File: src/tcdma_regs.vh
// register offsets, field positions, select and area codes and reset values of the two-channel dma controller
`ifndef TCDMA_REGS_VH
`define TCDMA_REGS_VH

// ******************************************************************
// register byte offsets, per channel stride 0x20
// ******************************************************************
`define TCDMA_CH_STRIDE   8'h20
`define TCDMA_OFF_CTRL    8'h00
`define TCDMA_OFF_SEL     8'h04
`define TCDMA_OFF_SRC     8'h08
`define TCDMA_OFF_DST     8'h0C
`define TCDMA_OFF_RLD     8'h10
`define TCDMA_OFF_CNT     8'h14
`define TCDMA_OFF_PTR     8'h18
`define TCDMA_OFF_BUSCFG  8'h40

// ******************************************************************
// control register fields
// ******************************************************************
`define TCDMA_CTRL_EN     0
`define TCDMA_CTRL_REQ    1
`define TCDMA_CTRL_UNIT8  2
`define TCDMA_CTRL_RPT    3
`define TCDMA_CTRL_SFWD   4
`define TCDMA_CTRL_DFWD   5
`define TCDMA_CTRL_SWTRG  6
`define TCDMA_CTRL_DONE   7

// ******************************************************************
// request source select codes
// ******************************************************************
`define TCDMA_SEL_SW      4'h0
`define TCDMA_SEL_EXTFALL 4'h1
`define TCDMA_SEL_EXTBOTH 4'h2
`define TCDMA_SEL_PERI0   4'h8

// ******************************************************************
// bus configuration fields and area codes
// ******************************************************************
`define TCDMA_CFG_SINGLE  0
`define TCDMA_CFG_BUS8    1
`define TCDMA_AREA_INT    3'h0
`define TCDMA_AREA_INTW   3'h1
`define TCDMA_AREA_SFA    3'h2
`define TCDMA_AREA_SEP    3'h3
`define TCDMA_AREA_SEPW   3'h4
`define TCDMA_AREA_MUX    3'h5

// ******************************************************************
// reset values
// ******************************************************************
`define TCDMA_RST_CTRL    8'h00
`define TCDMA_RST_BUSCFG  32'h0000_0001

`endif

File: src/tcdma_weight.v
// cycle weight of one bus cycle by memory area
`timescale 1ns/100ps
`include "tcdma_regs.vh"
module tcdma_weight (
   input  wire [2:0] area_i,    // area code of the access
   output reg  [1:0] weight_o   // clocks per bus cycle
);
   // unknown codes fall back to the slowest known weight minus one
   always @* begin
      case (area_i)
         `TCDMA_AREA_INT  : weight_o = 2'h1;
         `TCDMA_AREA_SEP  : weight_o = 2'h1;
         `TCDMA_AREA_INTW : weight_o = 2'h2;
         `TCDMA_AREA_SFA  : weight_o = 2'h2;
         `TCDMA_AREA_SEPW : weight_o = 2'h2;
         `TCDMA_AREA_MUX  : weight_o = 2'h3;
         default          : weight_o = 2'h2;
      endcase
   end
endmodule // tcdma_weight

File: src/tcdma_sync.v
// three-stage synchroniser with agreement filter for one pin
`timescale 1ns/100ps
module tcdma_sync (
   input  wire clock_i,     // bus clock
   input  wire reset_n_i,   // async reset, active low
   input  wire pin_i,       // asynchronous pin
   output reg  level_o      // filtered level
);
   reg s1_q;
   reg s2_q;
   reg s3_q;
   // level changes only once stages two and three agree
   always @(posedge clock_i or negedge reset_n_i) begin
      if (!reset_n_i) begin
         s1_q    <= 1'b1;
         s2_q    <= 1'b1;
         s3_q    <= 1'b1;
         level_o <= 1'b1;
      end else begin
         s1_q <= pin_i;
         s2_q <= s1_q;
         s3_q <= s2_q;
         if (s2_q == s3_q) begin
            level_o <= s3_q;
         end
      end
   end
endmodule // tcdma_sync

File: src/tcdma_top.v
// two-channel dma controller with apb register slave and system bus master port
//
// The register offsets and the APB register port were left to the implementer.
`timescale 1ns/100ps
`include "tcdma_regs.vh"
module tcdma_top #(
   parameter NPERI = 8                     // peripheral request lines
) (
   input  wire              clock_i,       // bus clock, 125 MHz
   input  wire              reset_n_i,     // async reset, active low
   input  wire              psel_i,        // apb select
   input  wire              penable_i,     // apb enable
   input  wire              pwrite_i,      // apb direction
   input  wire [7:0]        paddr_i,       // apb byte address
   input  wire [31:0]       pwdata_i,      // apb write data
   output reg  [31:0]       prdata_o,      // apb read data
   output reg               pready_o,      // apb ready
   output reg               pslverr_o,     // apb error, unmapped address
   input  wire [NPERI-1:0]  peri_irq_i,    // peripheral interrupt flag set pulses
   input  wire [1:0]        ext_int_i,     // external_interrupt_input pins
   input  wire              cpu_access_i,  // cpu finished one bus access
   output reg               bus_req_o,     // dma owns the system bus
   output reg               mem_rd_o,      // bus read strobe
   output reg               mem_wr_o,      // bus write strobe
   output reg               mem_byte_o,    // byte wide bus cycle
   output reg  [19:0]       mem_addr_o,    // bus address
   output reg  [15:0]       mem_wdata_o,   // bus write data
   input  wire [15:0]       mem_rdata_i,   // bus read data
   output reg  [1:0]        done_irq_o     // counter underflow pulse per channel
);
   // ******************************************************************
   // state codes
   // ******************************************************************
   localparam ST_IDLE = 2'h0;
   localparam ST_RD   = 2'h1;
   localparam ST_WR   = 2'h2;
   localparam ST_GAP  = 2'h3;

   reg  [7:0]  ctrl_q   [0:1];
   reg  [3:0]  sel_q    [0:1];
   reg  [19:0] src_q    [0:1];
   reg  [19:0] dst_q    [0:1];
   reg  [15:0] rld_q    [0:1];
   reg  [15:0] cnt_q    [0:1];
   reg  [19:0] ptr_q    [0:1];
   reg  [1:0]  fresh_q;
   reg  [31:0] cfg_q;
   reg  [1:0]  st_q;
   reg         ch_q;
   reg         gap_q;
   reg  [1:0]  phase_q;
   reg  [1:0]  wait_q;
   reg  [15:0] data_q;
   reg  [1:0]  cap_q;
   wire [1:0]  ext_lvl;
   reg  [1:0]  ext_prev_q;
   wire [1:0]  req_ev;
   wire [1:0]  w_src;
   wire [1:0]  w_dst;
   wire        wr_en;
   wire        rd_en;
   wire [2:0]  reg_idx;
   wire        reg_ch;
   wire        start;
   wire        start_ch;
   wire        cur_unit8;
   wire [19:0] cur_src;
   wire [19:0] cur_dst;
   wire        two_cyc;
   reg  [31:0] rd_mux;
   wire [15:0] rd_word;

   assign wr_en   = psel_i & penable_i & pwrite_i;
   assign rd_en   = psel_i & ~penable_i & ~pwrite_i;
   assign reg_idx = paddr_i[4:2];
   assign reg_ch  = paddr_i[5];
   // read data taken one edge after its bus cycle, once the address has reached the bus
   assign rd_word = !cap_q[1] ? data_q : (cap_q[0] ? {mem_rdata_i[7:0], data_q[7:0]} : mem_rdata_i);

   // ******************************************************************
   // request sources
   // ******************************************************************
   genvar g;
   generate
      for (g = 0; g < 2; g = g + 1) begin : g_ch
         wire fall;
         wire both;
         tcdma_sync u_sync (
            .clock_i   (clock_i),
            .reset_n_i (reset_n_i),
            .pin_i     (ext_int_i[g]),
            .level_o   (ext_lvl[g])
         );
         assign fall = ext_prev_q[g] & ~ext_lvl[g];
         assign both = ext_prev_q[g] ^ ext_lvl[g];
         assign req_ev[g] =
            (sel_q[g] == `TCDMA_SEL_SW)      ? (wr_en && reg_ch == g && paddr_i[4:0] == `TCDMA_OFF_CTRL &&
                                                paddr_i[7:6] == 2'h0 && pwdata_i[`TCDMA_CTRL_SWTRG]) :
            (sel_q[g] == `TCDMA_SEL_EXTFALL) ? fall :
            (sel_q[g] == `TCDMA_SEL_EXTBOTH) ? both :
            (sel_q[g][3]) ? peri_irq_i[sel_q[g][2:0] % NPERI] : 1'b0;
      end
   endgenerate

   always @(posedge clock_i or negedge reset_n_i) begin
      if (!reset_n_i) begin
         ext_prev_q <= 2'h3;
      end else begin
         ext_prev_q <= ext_lvl;
      end
   end

   // ******************************************************************
   // arbitration
   // ******************************************************************
   // channel zero wins; after a transfer wait one cpu access
   assign start    = (st_q == ST_IDLE) && !gap_q &&
                     ((ctrl_q[0][`TCDMA_CTRL_EN] && ctrl_q[0][`TCDMA_CTRL_REQ]) ||
                      (ctrl_q[1][`TCDMA_CTRL_EN] && ctrl_q[1][`TCDMA_CTRL_REQ]));
   assign start_ch = !(ctrl_q[0][`TCDMA_CTRL_EN] && ctrl_q[0][`TCDMA_CTRL_REQ]);

   assign cur_unit8 = ctrl_q[ch_q][`TCDMA_CTRL_UNIT8];
   // forward side reads the working pointer
   assign cur_src = (ctrl_q[ch_q][`TCDMA_CTRL_SFWD]) ? ptr_q[ch_q] : src_q[ch_q];
   assign cur_dst = (ctrl_q[ch_q][`TCDMA_CTRL_DFWD]) ? ptr_q[ch_q] : dst_q[ch_q];
   // two cycles for odd or narrow 16-bit unit
   assign two_cyc = !cur_unit8 && (cfg_q[`TCDMA_CFG_BUS8] && !cfg_q[`TCDMA_CFG_SINGLE] ||
                    (st_q == ST_RD ? cur_src[0] : cur_dst[0]));

   // area weights for source and destination
   tcdma_weight u_wsrc (
      .area_i   (cfg_q[10:8]),
      .weight_o (w_src)
   );
   tcdma_weight u_wdst (
      .area_i   (cfg_q[14:12]),
      .weight_o (w_dst)
   );

   // ******************************************************************
   // transfer engine and register writes
   // ******************************************************************
   integer i;
   always @(posedge clock_i or negedge reset_n_i) begin
      if (!reset_n_i) begin
         for (i = 0; i < 2; i = i + 1) begin
            ctrl_q[i] <= `TCDMA_RST_CTRL;
            sel_q[i]  <= 4'h0;
            src_q[i]  <= 20'h0_0000;
            dst_q[i]  <= 20'h0_0000;
            rld_q[i]  <= 16'h0000;
            cnt_q[i]  <= 16'h0000;
            ptr_q[i]  <= 20'h0_0000;
         end
         fresh_q     <= 2'h0;
         cfg_q       <= `TCDMA_RST_BUSCFG;
         st_q        <= ST_IDLE;
         ch_q        <= 1'b0;
         gap_q       <= 1'b0;
         phase_q     <= 2'h0;
         wait_q      <= 2'h0;
         data_q      <= 16'h0000;
         cap_q       <= 2'h0;
         bus_req_o   <= 1'b0;
         mem_rd_o    <= 1'b0;
         mem_wr_o    <= 1'b0;
         mem_byte_o  <= 1'b0;
         mem_addr_o  <= 20'h0_0000;
         mem_wdata_o <= 16'h0000;
         done_irq_o  <= 2'h0;
      end else begin
         done_irq_o <= 2'h0;
         mem_rd_o   <= 1'b0;
         mem_wr_o   <= 1'b0;
         cap_q      <= 2'h0;
         data_q     <= rd_word;
         if (cpu_access_i) begin
            gap_q <= 1'b0;
         end
         // software register writes
         if (wr_en && paddr_i[7:6] == 2'h0) begin
            case (paddr_i[4:0])
               `TCDMA_OFF_CTRL : begin
                  ctrl_q[reg_ch][`TCDMA_CTRL_EN]    <= pwdata_i[`TCDMA_CTRL_EN];
                  ctrl_q[reg_ch][`TCDMA_CTRL_UNIT8] <= pwdata_i[`TCDMA_CTRL_UNIT8];
                  ctrl_q[reg_ch][`TCDMA_CTRL_RPT]   <= pwdata_i[`TCDMA_CTRL_RPT];
                  ctrl_q[reg_ch][`TCDMA_CTRL_SFWD]  <= pwdata_i[`TCDMA_CTRL_SFWD];
                  ctrl_q[reg_ch][`TCDMA_CTRL_DFWD]  <= pwdata_i[`TCDMA_CTRL_DFWD] & ~pwdata_i[`TCDMA_CTRL_SFWD];
                  // writing zero clears the request flag
                  if (!pwdata_i[`TCDMA_CTRL_REQ]) begin
                     ctrl_q[reg_ch][`TCDMA_CTRL_REQ] <= 1'b0;
                  end
                  // enable write arms reload and restart
                  if (pwdata_i[`TCDMA_CTRL_EN]) begin
                     fresh_q[reg_ch] <= 1'b1;
                  end
               end
               `TCDMA_OFF_SEL : sel_q[reg_ch] <= pwdata_i[3:0];
               `TCDMA_OFF_SRC : src_q[reg_ch] <= pwdata_i[19:0];
               `TCDMA_OFF_DST : dst_q[reg_ch] <= pwdata_i[19:0];
               `TCDMA_OFF_RLD : rld_q[reg_ch] <= pwdata_i[15:0];
               default        : ;
            endcase
         end
         if (wr_en && paddr_i == `TCDMA_OFF_BUSCFG) begin
            cfg_q <= pwdata_i;
         end
         // flags set each cycle, both channels alike
         for (i = 0; i < 2; i = i + 1) begin
            if (req_ev[i]) begin
               ctrl_q[i][`TCDMA_CTRL_REQ] <= 1'b1;
            end
         end
         case (st_q)
            ST_IDLE : begin
               if (start) begin
                  ch_q      <= start_ch;
                  bus_req_o <= 1'b1;
                  // flag drops just before the transfer, unless a new request
                  if (!req_ev[start_ch]) begin
                     ctrl_q[start_ch][`TCDMA_CTRL_REQ] <= 1'b0;
                  end
                  // first transfer reloads pointer and counter
                  if (fresh_q[start_ch]) begin
                     fresh_q[start_ch] <= 1'b0;
                     cnt_q[start_ch]   <= rld_q[start_ch];
                     ptr_q[start_ch]   <= ctrl_q[start_ch][`TCDMA_CTRL_SFWD] ? src_q[start_ch] : dst_q[start_ch];
                  end
                  phase_q <= 2'h0;
                  wait_q  <= 2'h0;
                  st_q    <= ST_RD;
               end
            end
            ST_RD : begin
               // each bus cycle lasts its area weight in clocks
               if (wait_q == 2'h0) begin
                  mem_rd_o   <= 1'b1;
                  mem_byte_o <= two_cyc | cur_unit8;
                  mem_addr_o <= cur_src + {19'h0_0000, phase_q[0]};
               end
               if (wait_q == w_src - 2'h1) begin
                  wait_q <= 2'h0;
                  cap_q  <= {1'b1, phase_q[0]};
                  // all reads of the unit before any write
                  if (two_cyc && !phase_q[0]) begin
                     phase_q <= 2'h1;
                  end else begin
                     phase_q <= 2'h0;
                     st_q    <= ST_WR;
                  end
               end else begin
                  wait_q <= wait_q + 2'h1;
               end
            end
            ST_WR : begin
               if (wait_q == 2'h0) begin
                  mem_wr_o    <= 1'b1;
                  mem_byte_o  <= two_cyc | cur_unit8;
                  mem_addr_o  <= cur_dst + {19'h0_0000, phase_q[0]};
                  mem_wdata_o <= phase_q[0] ? {8'h00, rd_word[15:8]} : rd_word;
               end
               if (wait_q == w_dst - 2'h1) begin
                  wait_q <= 2'h0;
                  if (two_cyc && !phase_q[0]) begin
                     phase_q <= 2'h1;
                  end else begin
                     st_q <= ST_GAP;
                  end
               end else begin
                  wait_q <= wait_q + 2'h1;
               end
            end
            ST_GAP : begin
               bus_req_o <= 1'b0;
               gap_q     <= 1'b1;
               st_q      <= ST_IDLE;
               ptr_q[ch_q] <= ptr_q[ch_q] + (cur_unit8 ? 20'h0_0001 : 20'h0_0002);
               if (cnt_q[ch_q] == 16'h0000) begin
                  done_irq_o[ch_q] <= 1'b1;
                  if (ctrl_q[ch_q][`TCDMA_CTRL_RPT]) begin
                     cnt_q[ch_q] <= rld_q[ch_q];
                  end else begin
                     cnt_q[ch_q] <= 16'hFFFF;
                     ctrl_q[ch_q][`TCDMA_CTRL_EN] <= 1'b0;
                  end
               end else begin
                  cnt_q[ch_q] <= cnt_q[ch_q] - 16'h0001;
               end
            end
            default : st_q <= ST_IDLE;
         endcase
      end
   end

   // ******************************************************************
   // apb read side, one wait-free access
   // ******************************************************************
   always @* begin
      rd_mux = 32'h0000_0000;
      if (paddr_i == `TCDMA_OFF_BUSCFG) begin
         rd_mux = cfg_q;
      end else if (paddr_i[7:6] == 2'h0) begin
         case (paddr_i[4:0])
            `TCDMA_OFF_CTRL : rd_mux = {24'h00_0000, ctrl_q[reg_ch]};
            `TCDMA_OFF_SEL  : rd_mux = {28'h000_0000, sel_q[reg_ch]};
            `TCDMA_OFF_SRC  : rd_mux = {12'h000, src_q[reg_ch]};
            `TCDMA_OFF_DST  : rd_mux = {12'h000, dst_q[reg_ch]};
            `TCDMA_OFF_RLD  : rd_mux = {16'h0000, rld_q[reg_ch]};
            `TCDMA_OFF_CNT  : rd_mux = {16'h0000, cnt_q[reg_ch]};
            `TCDMA_OFF_PTR  : rd_mux = {12'h000, ptr_q[reg_ch]};
            default         : rd_mux = 32'h0000_0000;
         endcase
      end
   end

   // read data and error captured in setup, ready one cycle later
   always @(posedge clock_i or negedge reset_n_i) begin
      if (!reset_n_i) begin
         prdata_o  <= 32'h0000_0000;
         pready_o  <= 1'b0;
         pslverr_o <= 1'b0;
      end else begin
         pready_o  <= psel_i & ~penable_i;
         pslverr_o <= psel_i & ~penable_i & ~((paddr_i == `TCDMA_OFF_BUSCFG) ||
                      (paddr_i[7:6] == 2'h0 && reg_idx != 3'h7));
         if (rd_en) begin
            prdata_o <= rd_mux;
         end
      end
   end
endmodule // tcdma_top

File: config.mk
export PLATFORM = sky130hd
export DESIGN_NAME = tcdma_top
export DESIGN_NICKNAME = d
export VERILOG_FILES = /design/src/tcdma_weight.v /design/src/tcdma_sync.v /design/src/tcdma_top.v
export VERILOG_INCLUDE_DIRS = /design/src
export SDC_FILE = /design/constraint.sdc
export NUM_CORES = 1
export LEC_CHECK = 0
export ABC_AREA = 1
export ABC_CLOCK_PERIOD_IN_PS = 5450
export BUFFER_PORTS_ARGS = -buffer_cell sky130_fd_sc_hd__buf_2
export CORE_ASPECT_RATIO = 0.8
export CORE_UTILIZATION = 56
export CTS_BUF_LIST = sky130_fd_sc_hd__clkbuf_2
export DETAILED_ROUTE_END_ITERATION = 8
export PLACE_DENSITY = 0.75
export SYNTH_ARGS = -nofsm -noshare
export SYNTH_HDL_FRONTEND = slang
export SYNTH_SLANG_ARGS = --single-unit
File: constraint.sdc
create_clock -name clock_i -period 5.45 [get_ports clock_i]
set_clock_uncertainty 0.05 [all_clocks]
set_input_delay 0.8175 -clock clock_i [delete_from_list [all_inputs] [get_ports clock_i]]
set_output_delay 0.8175 -clock clock_i [all_outputs]
set_load 0.1 [all_outputs]
==> results.sh, run 1 <==
export IMPL_clk_latency_ps=1150
export IMPL_drive_gt1_frac=0.130
export IMPL_drv_slew=0
export IMPL_track_usage=0.409
export IMPL_antenna_found_initial=5
export IMPL_clk_pin_slew_ps=120
export IMPL_post_route_period_util=0.734
export IMPL_p_per_area_nw_per_um2=459
export IMPL_dr_first_iter_drc_count=3369
export IMPL_grt_ovfl_total=0
export IMPL_die_area_um2=39300
export IMPL_post_cts_resized=0
export IMPL_crit_top_cell="nand2_1"
export IMPL_ys_ff_latch=349
export IMPL_critPathBufInv=1
export IMPL_critical_path_class="reg -> reg"
export IMPL_nNetsFinal=3355
export IMPL_dr_pass1_iters=7
export IMPL_min_from="mem_rdata_i[3]"
export IMPL_cts_tree="built"
export IMPL_synth_cell_types=61
export IMPL_chipWidth_um=221
export IMPL_worstMarginPinSlew_ps=1050
export IMPL_synthCells=3120
export IMPL_fill_cells=3459
export IMPL_synthArstFlopShare=1.00
export IMPL_grt_pass1_vias=21100
export IMPL_crit_fanout=56
export IMPL_ios=148
export IMPL_path_depth=16
export IMPL_synth_edf_count=0
export IMPL_grt_max_degree=101
export IMPL_register_area_um2=8750
export IMPL_fin_crit_ps=4000
export IMPL_hold_violations=0
export IMPL_via_per_inst=6.03
export IMPL_worstReg2RegStart="ch_q"
export IMPL_cts_path_max_buffers=3
export IMPL_numCtsBuffers=89
export IMPL_ant_nets=0
export IMPL_worstPathArrival_ps=4920
export IMPL_maxSlewHeadroom=0.296
export IMPL_avgSynthCellArea_um2=6.90
export IMPL_worst_r2r_cell_count=16
export IMPL_initial_core_util=0.575
export IMPL_drv_cap=0
export IMPL_place_congestion=1.07
export IMPL_num_vias=23100
export IMPL_yosysSeqAreaShare=0.406
export IMPL_h_tree_depth=3
export IMPL_die_y_um=177
export IMPL_rsz0062_at_grt="false"
export IMPL_route_detailed_drc=0
export IMPL_syn_area_um2=21500
export IMPL_slowest_delay_ps=590
export IMPL_multi_input_area_um2=11000
export IMPL_min_path_cells=3
export IMPL_hpwl_mm=56.3
export IMPL_crit_path_top_delay_cell="buf_4"
export IMPL_crit_family="simple AND/OR/NAND/NOR gates"
export IMPL_final_cells=3832
export IMPL_wl_mm=80.3
export IMPL_fmax_ghz=0.250
export IMPL_grt_pass1_wl_mm=122
export IMPL_min_to="data_q[3]"
export IMPL_p_leak_nw=11.7
export IMPL_synth_flop_cell="dfrtp_1"
export IMPL_clock_sinks=349
export IMPL_core_um2=37400
export IMPL_crit_chain="buf_4 -> nand2_1 -> nand2_2 -> nand2_1 -> o21ai_0 -> nand2_1 -> nand2_1 -> ha_1 -> ha_1 -> nand2_1 -> nor2_1 -> nand2_1 -> nor2_2 -> nand3_1 -> nand3_1 -> nand2_1"
export IMPL_tns_ps=0
export IMPL_irDropWorstVdd_mv=0.281
export IMPL_r2r_end="mem_addr_o[12]"
export IMPL_port_buffers=147
export IMPL_syn_nets=3206
export IMPL_rrSetupSlack_ps=1450
export IMPL_setup_violations_final=0
export IMPL_status="complete, no violations"
export IMPL_yosysWarnings=0
export IMPL_rows=63
export IMPL_syn_to_final_growth_pct=9.62
export IMPL_cts_root_buf="clkbuf_2"
export IMPL_required_ps=6360
export IMPL_dp_cells=3627
export IMPL_routedWlPerCell_um=20.9
export IMPL_end_kind="flop"
export IMPL_crit_path_start_kind="flop"
export IMPL_worstHoldPathType="in -> reg"
==> worst register-to-register path: stages (launching register included) <==
cell and delay [ps]:
dfrtp_4 570, buf_4 600, nand2_1 150, nand2_2 490, nand2_1 100, o21ai_0 170
nand2_1 90, nand2_1 150, ha_1 270, ha_1 260, nand2_1 140, nor2_1 200
nand2_1 150, nor2_2 180, nand3_1 90, nand3_1 100, nand2_1 60
==> report_power, final <==
part | leakage, nW | switching [mW] | total (mW) | internal, mW
clock | 0.604 | 1.19 | 1.84 | 0.646
combinational | 6.51 | 4.30 | 5.60 | 1.29
sequential | 4.62 | 0.346 | 3.40 | 3.05
==> per-layer routing <==
layer	global-route usage	wire length (um)
met1	0.578	33100
met2	0.563	32000
met3	0.162	12400
met4	0.146	2720
met5	0	26
==> synth_stat cells (20+ instances only) <==
library cell	instances	area (um2)
o211ai_1	26	195
inv_1	272	1020
clkbuf_1	97	364
o22ai_1	27	169
nor2_1	204	766
xor2_1	20	175
o21ai_1	20	100
buf_2	34	170
nand2_1	1158	4350
a22oi_1	35	263
a31oi_1	27	169
nand3_1	149	746
a21oi_1	114	571
dfrtp_1	338	8460
o21ai_0	347	1740
==> flip-flops by register name (all words and copies together) (netlist names), 2 cells and up <==
signal               count
g_ch.u_sync.level_o      2
rld_q                   32
data_q                  16
mem_addr_o              20
done_irq_o               2
g_ch.u_sync.s3_q         2
prdata_o                32
g_ch.u_sync.s1_q         2
cnt_q                   32
dst_q                   40
wait_q                   2
ctrl_q                  12
st_q                     2
cfg_q                   32
g_ch.u_sync.s2_q         2
src_q                   40
sel_q                    8
mem_wdata_o             16
ptr_q                   40
ext_prev_q               2
fresh_q                  2
cap_q                    2
==> kinds of logic after synthesis <==
logic type | Yosys count | synth area share
buf+inv | 443 | 0.0857
xor+xnor | 24 | 0.00976
simple gates | 1592 | 0.299
flops | 349 | 0.406
mux | 23 | 0.0114
compound gates | 673 | 0.179
fa+ha+maj | 16 | 0.00941
==> final cells by class <==
cell class | count | share of cell area
Timing Repair Buffer | 220 | 0.0604
Clock inverter | 32 | 0.00631
Tap cell | 487 | 0.0258
Multi-Input combinational cell | 2328 | 0.464
Sequential cell | 349 | 0.371
Clock buffer | 128 | 0.0271
Antenna cell | 7 | 0.000742
Inverter | 281 | 0.0448
==> timing repair <==
action                    CTS  global route
hold endpoints to repair  138             0
buffers inserted            0             0
hold buffers               38             0
==> stage by stage <==
| step | power, mW | util | setup slack, ps | area [um2] | hold WS, ps |
|---|---|---|---|---|---|
| CTS | 10.7 | 0.630 | 1610 | 23600 | 0.894 |
| global route | 11.4 | 0.630 | 1200 | 23600 | -36.2 |
| global placement | 8.74 | 0.599 | 1790 | 22400 | 298 |
| detailed placement | 8.83 | 0.599 | 1690 | 22400 | 298 |
| finish | 10.8 | 0.631 | 1450 | 23600 | 39.5 |
| floorplan | 7.36 | - | 2660 | 21500 | 295 |
==> worst max path at each step <==
| stage | startpoint | slack (ps) | end |
|---|---|---|---|
| 2_1_floorplan | ch_q | 2660 | ptr_q[36] |
| 3_3_place_gp | ch_q | 1790 | mem_addr_o[12] |
| 3_5_place_dp | ch_q | 1690 | mem_addr_o[12] |
| 4_1_cts | ch_q | 1610 | mem_addr_o[12] |
| 5_1_grt | ch_q | 1200 | mem_addr_o[14] |
| 6_report | ch_q | 1450 | mem_addr_o[12] |
==> layout by cell type (no fill, tap or decap), types with 6 or more instances in the layout <==
master         synthesis  layout
nand2_1             1158    1157
dfstp_2               11      11
o221ai_1               7       7
o31ai_1               13      13
diode_2                0       7
inv_2                  4       6
a2bb2oi_1             10      10
a21oi_2               11      11
o21ai_1               20      20
nand3_1              149     148
o22ai_1               27      27
xor2_1                20      20
buf_2                 34     146
nor2_1               204     202
o21ai_0              347     347
nand4_1               12      12
clkbuf_2               0     128
a22oi_1               35      35
mux2i_1               11      11
inv_1                272     272
mux2_2                12      12
ha_1                  13      13
nand2_2               16      17
buf_4                 13      32
o2111ai_1              9       9
nor2_2                16      18
or2_2                 16      16
a31oi_1               27      27
a21oi_1              114     114
o211ai_1              26      26
clkinv_1               3      24
nor3_1                 6       6
dfrtp_1              338     337
dlygate4sd3_1          0      38
(Power assumes the default switching activity.)
==> run 2, diff against run 1 <==
ABC_AREA = 0   (was 1)
ABC_CLOCK_PERIOD_IN_PS = 3780   (was 5450)
clock period = 3.78 ns   (was 5.45 ns; I/O delays follow)
==> results.sh, run 2 <==
export IMPL_status="finished, violations left"
export IMPL_violations="DRC"
export IMPL_met3_length_mm=8.31
export IMPL_grt_ovfl_total=0
export IMPL_crit_start="ch_q"
export IMPL_numCtsBuffers=87
export IMPL_track_usage=0.374
export IMPL_worstPathArrival_ps=4370
export IMPL_swShare=0.459
export IMPL_drive_gt1_frac=0.262
export IMPL_multi_input_area_um2=10300
export IMPL_setup_ws_ps=198
export IMPL_post_route_period_util=0.948
export IMPL_irDropWorstVdd_mv=0.724
export IMPL_required_ps=4570
export IMPL_route_detailed_drc=5
export IMPL_p_per_area_nw_per_um2=534
export IMPL_clock_sinks=349
export IMPL_crit_path_start_kind="flop"
export IMPL_netlist_top_cells_count="338 x dfrtp_1, 274 x nand2_1, 181 x mux2_2, 177 x mux2i_1, 162 x o21ai_0"
export IMPL_synthTopCellsByArea="dfrtp_1 43%, mux2_2 10%, mux2i_1 9.0%"
export IMPL_fin_crit_ps=3580
export IMPL_worstHoldPathType="in -> async"
export IMPL_num_vias=18000
export IMPL_setup_violations_final=0
export IMPL_synth_cell_types=83
export IMPL_pwr_share_clk=0.218
export IMPL_synth_most_common_cell="dfrtp_1"
export IMPL_wl_mm=66.7
export IMPL_yosys_area_top_type_share=0.429
export IMPL_grt_pass1_vias=17400
export IMPL_routedWlPerCell_um=24.1
export IMPL_port_buffers=147
export IMPL_drv_slew=0
export IMPL_wl_met1_mm=27.2
export IMPL_postCtsSetupRepairBufs=0
export IMPL_fmax_ghz=0.279
export IMPL_crit_path_top_delay_cell="dfrtp_4"
export IMPL_rows=61
export IMPL_die_y_um=170
export IMPL_ant_nets=0
export IMPL_pre_cts_ws_ps=187
export IMPL_yosysSeqAreaShare=0.444
export IMPL_initial_core_util=0.567
export IMPL_cts_path_max_buffers=3
export IMPL_die_area_um2=35900
export IMPL_chipWidth_um=212
export IMPL_reg_largest_list="dst_q x40, ptr_q x40, src_q x40"
export IMPL_clk_pin_slew_ps=130
export IMPL_antenna_found_initial=1
export IMPL_rsz0062_at_grt="false"
export IMPL_place_congestion=1.00
export IMPL_final_common_cell="dfrtp_1"
export IMPL_synthCells=1985
export IMPL_critical_path_class="reg -> reg"
export IMPL_pwr_share_comb=0.396
export IMPL_yosysWarnings=0
export IMPL_nNetsFinal=2314
export IMPL_fill_cells=2777
export IMPL_clk_latency_ps=1020
export IMPL_h_tree_depth=3
export IMPL_syn_nets=2071
export IMPL_hpwl_mm=46.7
export IMPL_register_area_um2=8750
export IMPL_ios=148
export IMPL_p_leak_nw=10.2
export IMPL_p_sw_mw=5.56
export IMPL_final_cells=2766
export IMPL_worstReg2RegStart="ch_q"
export IMPL_synthArstFlopShare=1.00
export IMPL_crit_fanout=36
export IMPL_p_int_mw=6.55
export IMPL_worstMarginPinSlew_ps=1100
export IMPL_synth_top_cell_by_area="dfrtp_1"
export IMPL_dr_pass1_iters=9
export IMPL_cts_root_buf="clkbuf_2"
export IMPL_via_per_inst=6.52
export IMPL_hold_violations=0
export IMPL_cts_tree="built"
export IMPL_syn_area_um2=19700
export IMPL_ys_ff_latch=349
export IMPL_dr_first_iter_drc_count=2431
export IMPL_slowest_delay_ps=760
export IMPL_dp_cells=2552
export IMPL_core_um2=34700
export IMPL_maxSlewHeadroom=0.264
export IMPL_wl_met2_mm=29.0
export IMPL_tns_ps=0
export IMPL_end_kind="flop"
export IMPL_syn_to_final_growth_pct=15.0
export IMPL_grt_max_degree=92
export IMPL_final_cell_mix="337 x dfrtp_1, 273 x nand2_1, 181 x mux2_2"
export IMPL_synth_flop_cell="dfrtp_1"
export IMPL_highest_layer="met4"
export IMPL_drv_cap=0
export IMPL_crit_chain="mux2i_4 -> o21ai_0 -> o21ai_0 -> ha_1 -> ha_1 -> nand2_1 -> or2_2 -> nor4_1 -> xor2_1 -> o21ai_1"
export IMPL_grt_pass1_wl_mm=102
export IMPL_seqPwrFrac=0.385
export IMPL_avgSynthCellArea_um2=9.92
export IMPL_synth_edf_count=0
[run 2: metal layers]
layer,global-route usage,vias to the layer above
li1,-,7812
met1,0.528,8783
met2,0.547,1249
met3,0.106,182
met4,0.137,0
met5,0,-
[run 2: kinds of logic after synthesis]
| logic type | share of synthesized area |
|---|---|
| adders and majority gates | 0.0108 |
| xor gates and xnor gates | 0.0133 |
| AOI/OAI and AO/OA | 0.155 |
| and+or+nand+nor | 0.131 |
| DFF | 0.444 |
| buffers and inverters | 0.0359 |
| muxes | 0.209 |
[run 2: worst paths after layout]
path / end / slack, ps / cells past startpoint
max: mem_addr_o[10] / 200 / 10
min: cnt_q[29] / 130 / 2
max reg2reg: mem_addr_o[10] / 200 / 10
min reg2reg: g_ch[0].u_sync.s2_q / 310 / 0
max in group asynchronous: data_q[6] / 2630 / 3
min in group clock_i: g_ch[1].u_sync.s1_q / 150 / 2
[run 2: worst max-delay path: cells and delay by family, from the launching register on]
kind / cells / cell delay, ps
compound gates: 3 / 590
xor+xnor: 1 / 190
fa+ha+maj: 2 / 460
flops: 1 / 760
mux: 1 / 500
simple gates: 3 / 850
[run 2: what timing repair did]
action | in CTS | in global routing
setup endpoints to repair | 0 | 6
gates resized for setup | 0 | 1
hold buffers | 59 | 0
endpoints found under the hold margin | 290 | 0
[run 2: power groups by stage]
| stage | Clock (mW) | Combinational [mW] | Sequential (mW) |
|---|---|---|---|
| 6_report | 2.64 | 4.80 | 4.67 |
| 4_1_cts | 2.69 | 4.69 | 4.64 |
| 3_3_place_gp | 0 | 4.58 | 4.69 |
| 2_1_floorplan | 0 | 2.22 | 5.57 |
| 3_5_place_dp | 0 | 4.63 | 4.71 |
| 5_1_grt | 2.88 | 5.09 | 4.71 |
[run 2: through the flow]
step / cell area [um2] / power (mW) / utilization / hold WS (ps)
after floorplan: 19700 / 7.79 / - / 221
after global placement: 21200 / 9.27 / 0.612 / 297
after detailed placement: 21200 / 9.33 / 0.612 / 299
after CTS: 22600 / 12.0 / 0.652 / 51.7
after global routing: 22600 / 12.7 / 0.652 / 46.8
final: 22600 / 12.1 / 0.652 / 130
[run 2: final cells by class]
cell class | count | share of cell area
clock inverter | 34 | 0.00906
timing repair buffer | 288 | 0.0918
sequential | 349 | 0.386
tap | 472 | 0.0261
clock buffer | 120 | 0.0265
multi-input combinational | 1467 | 0.454
inverter | 35 | 0.00580
antenna | 1 | 0.000110
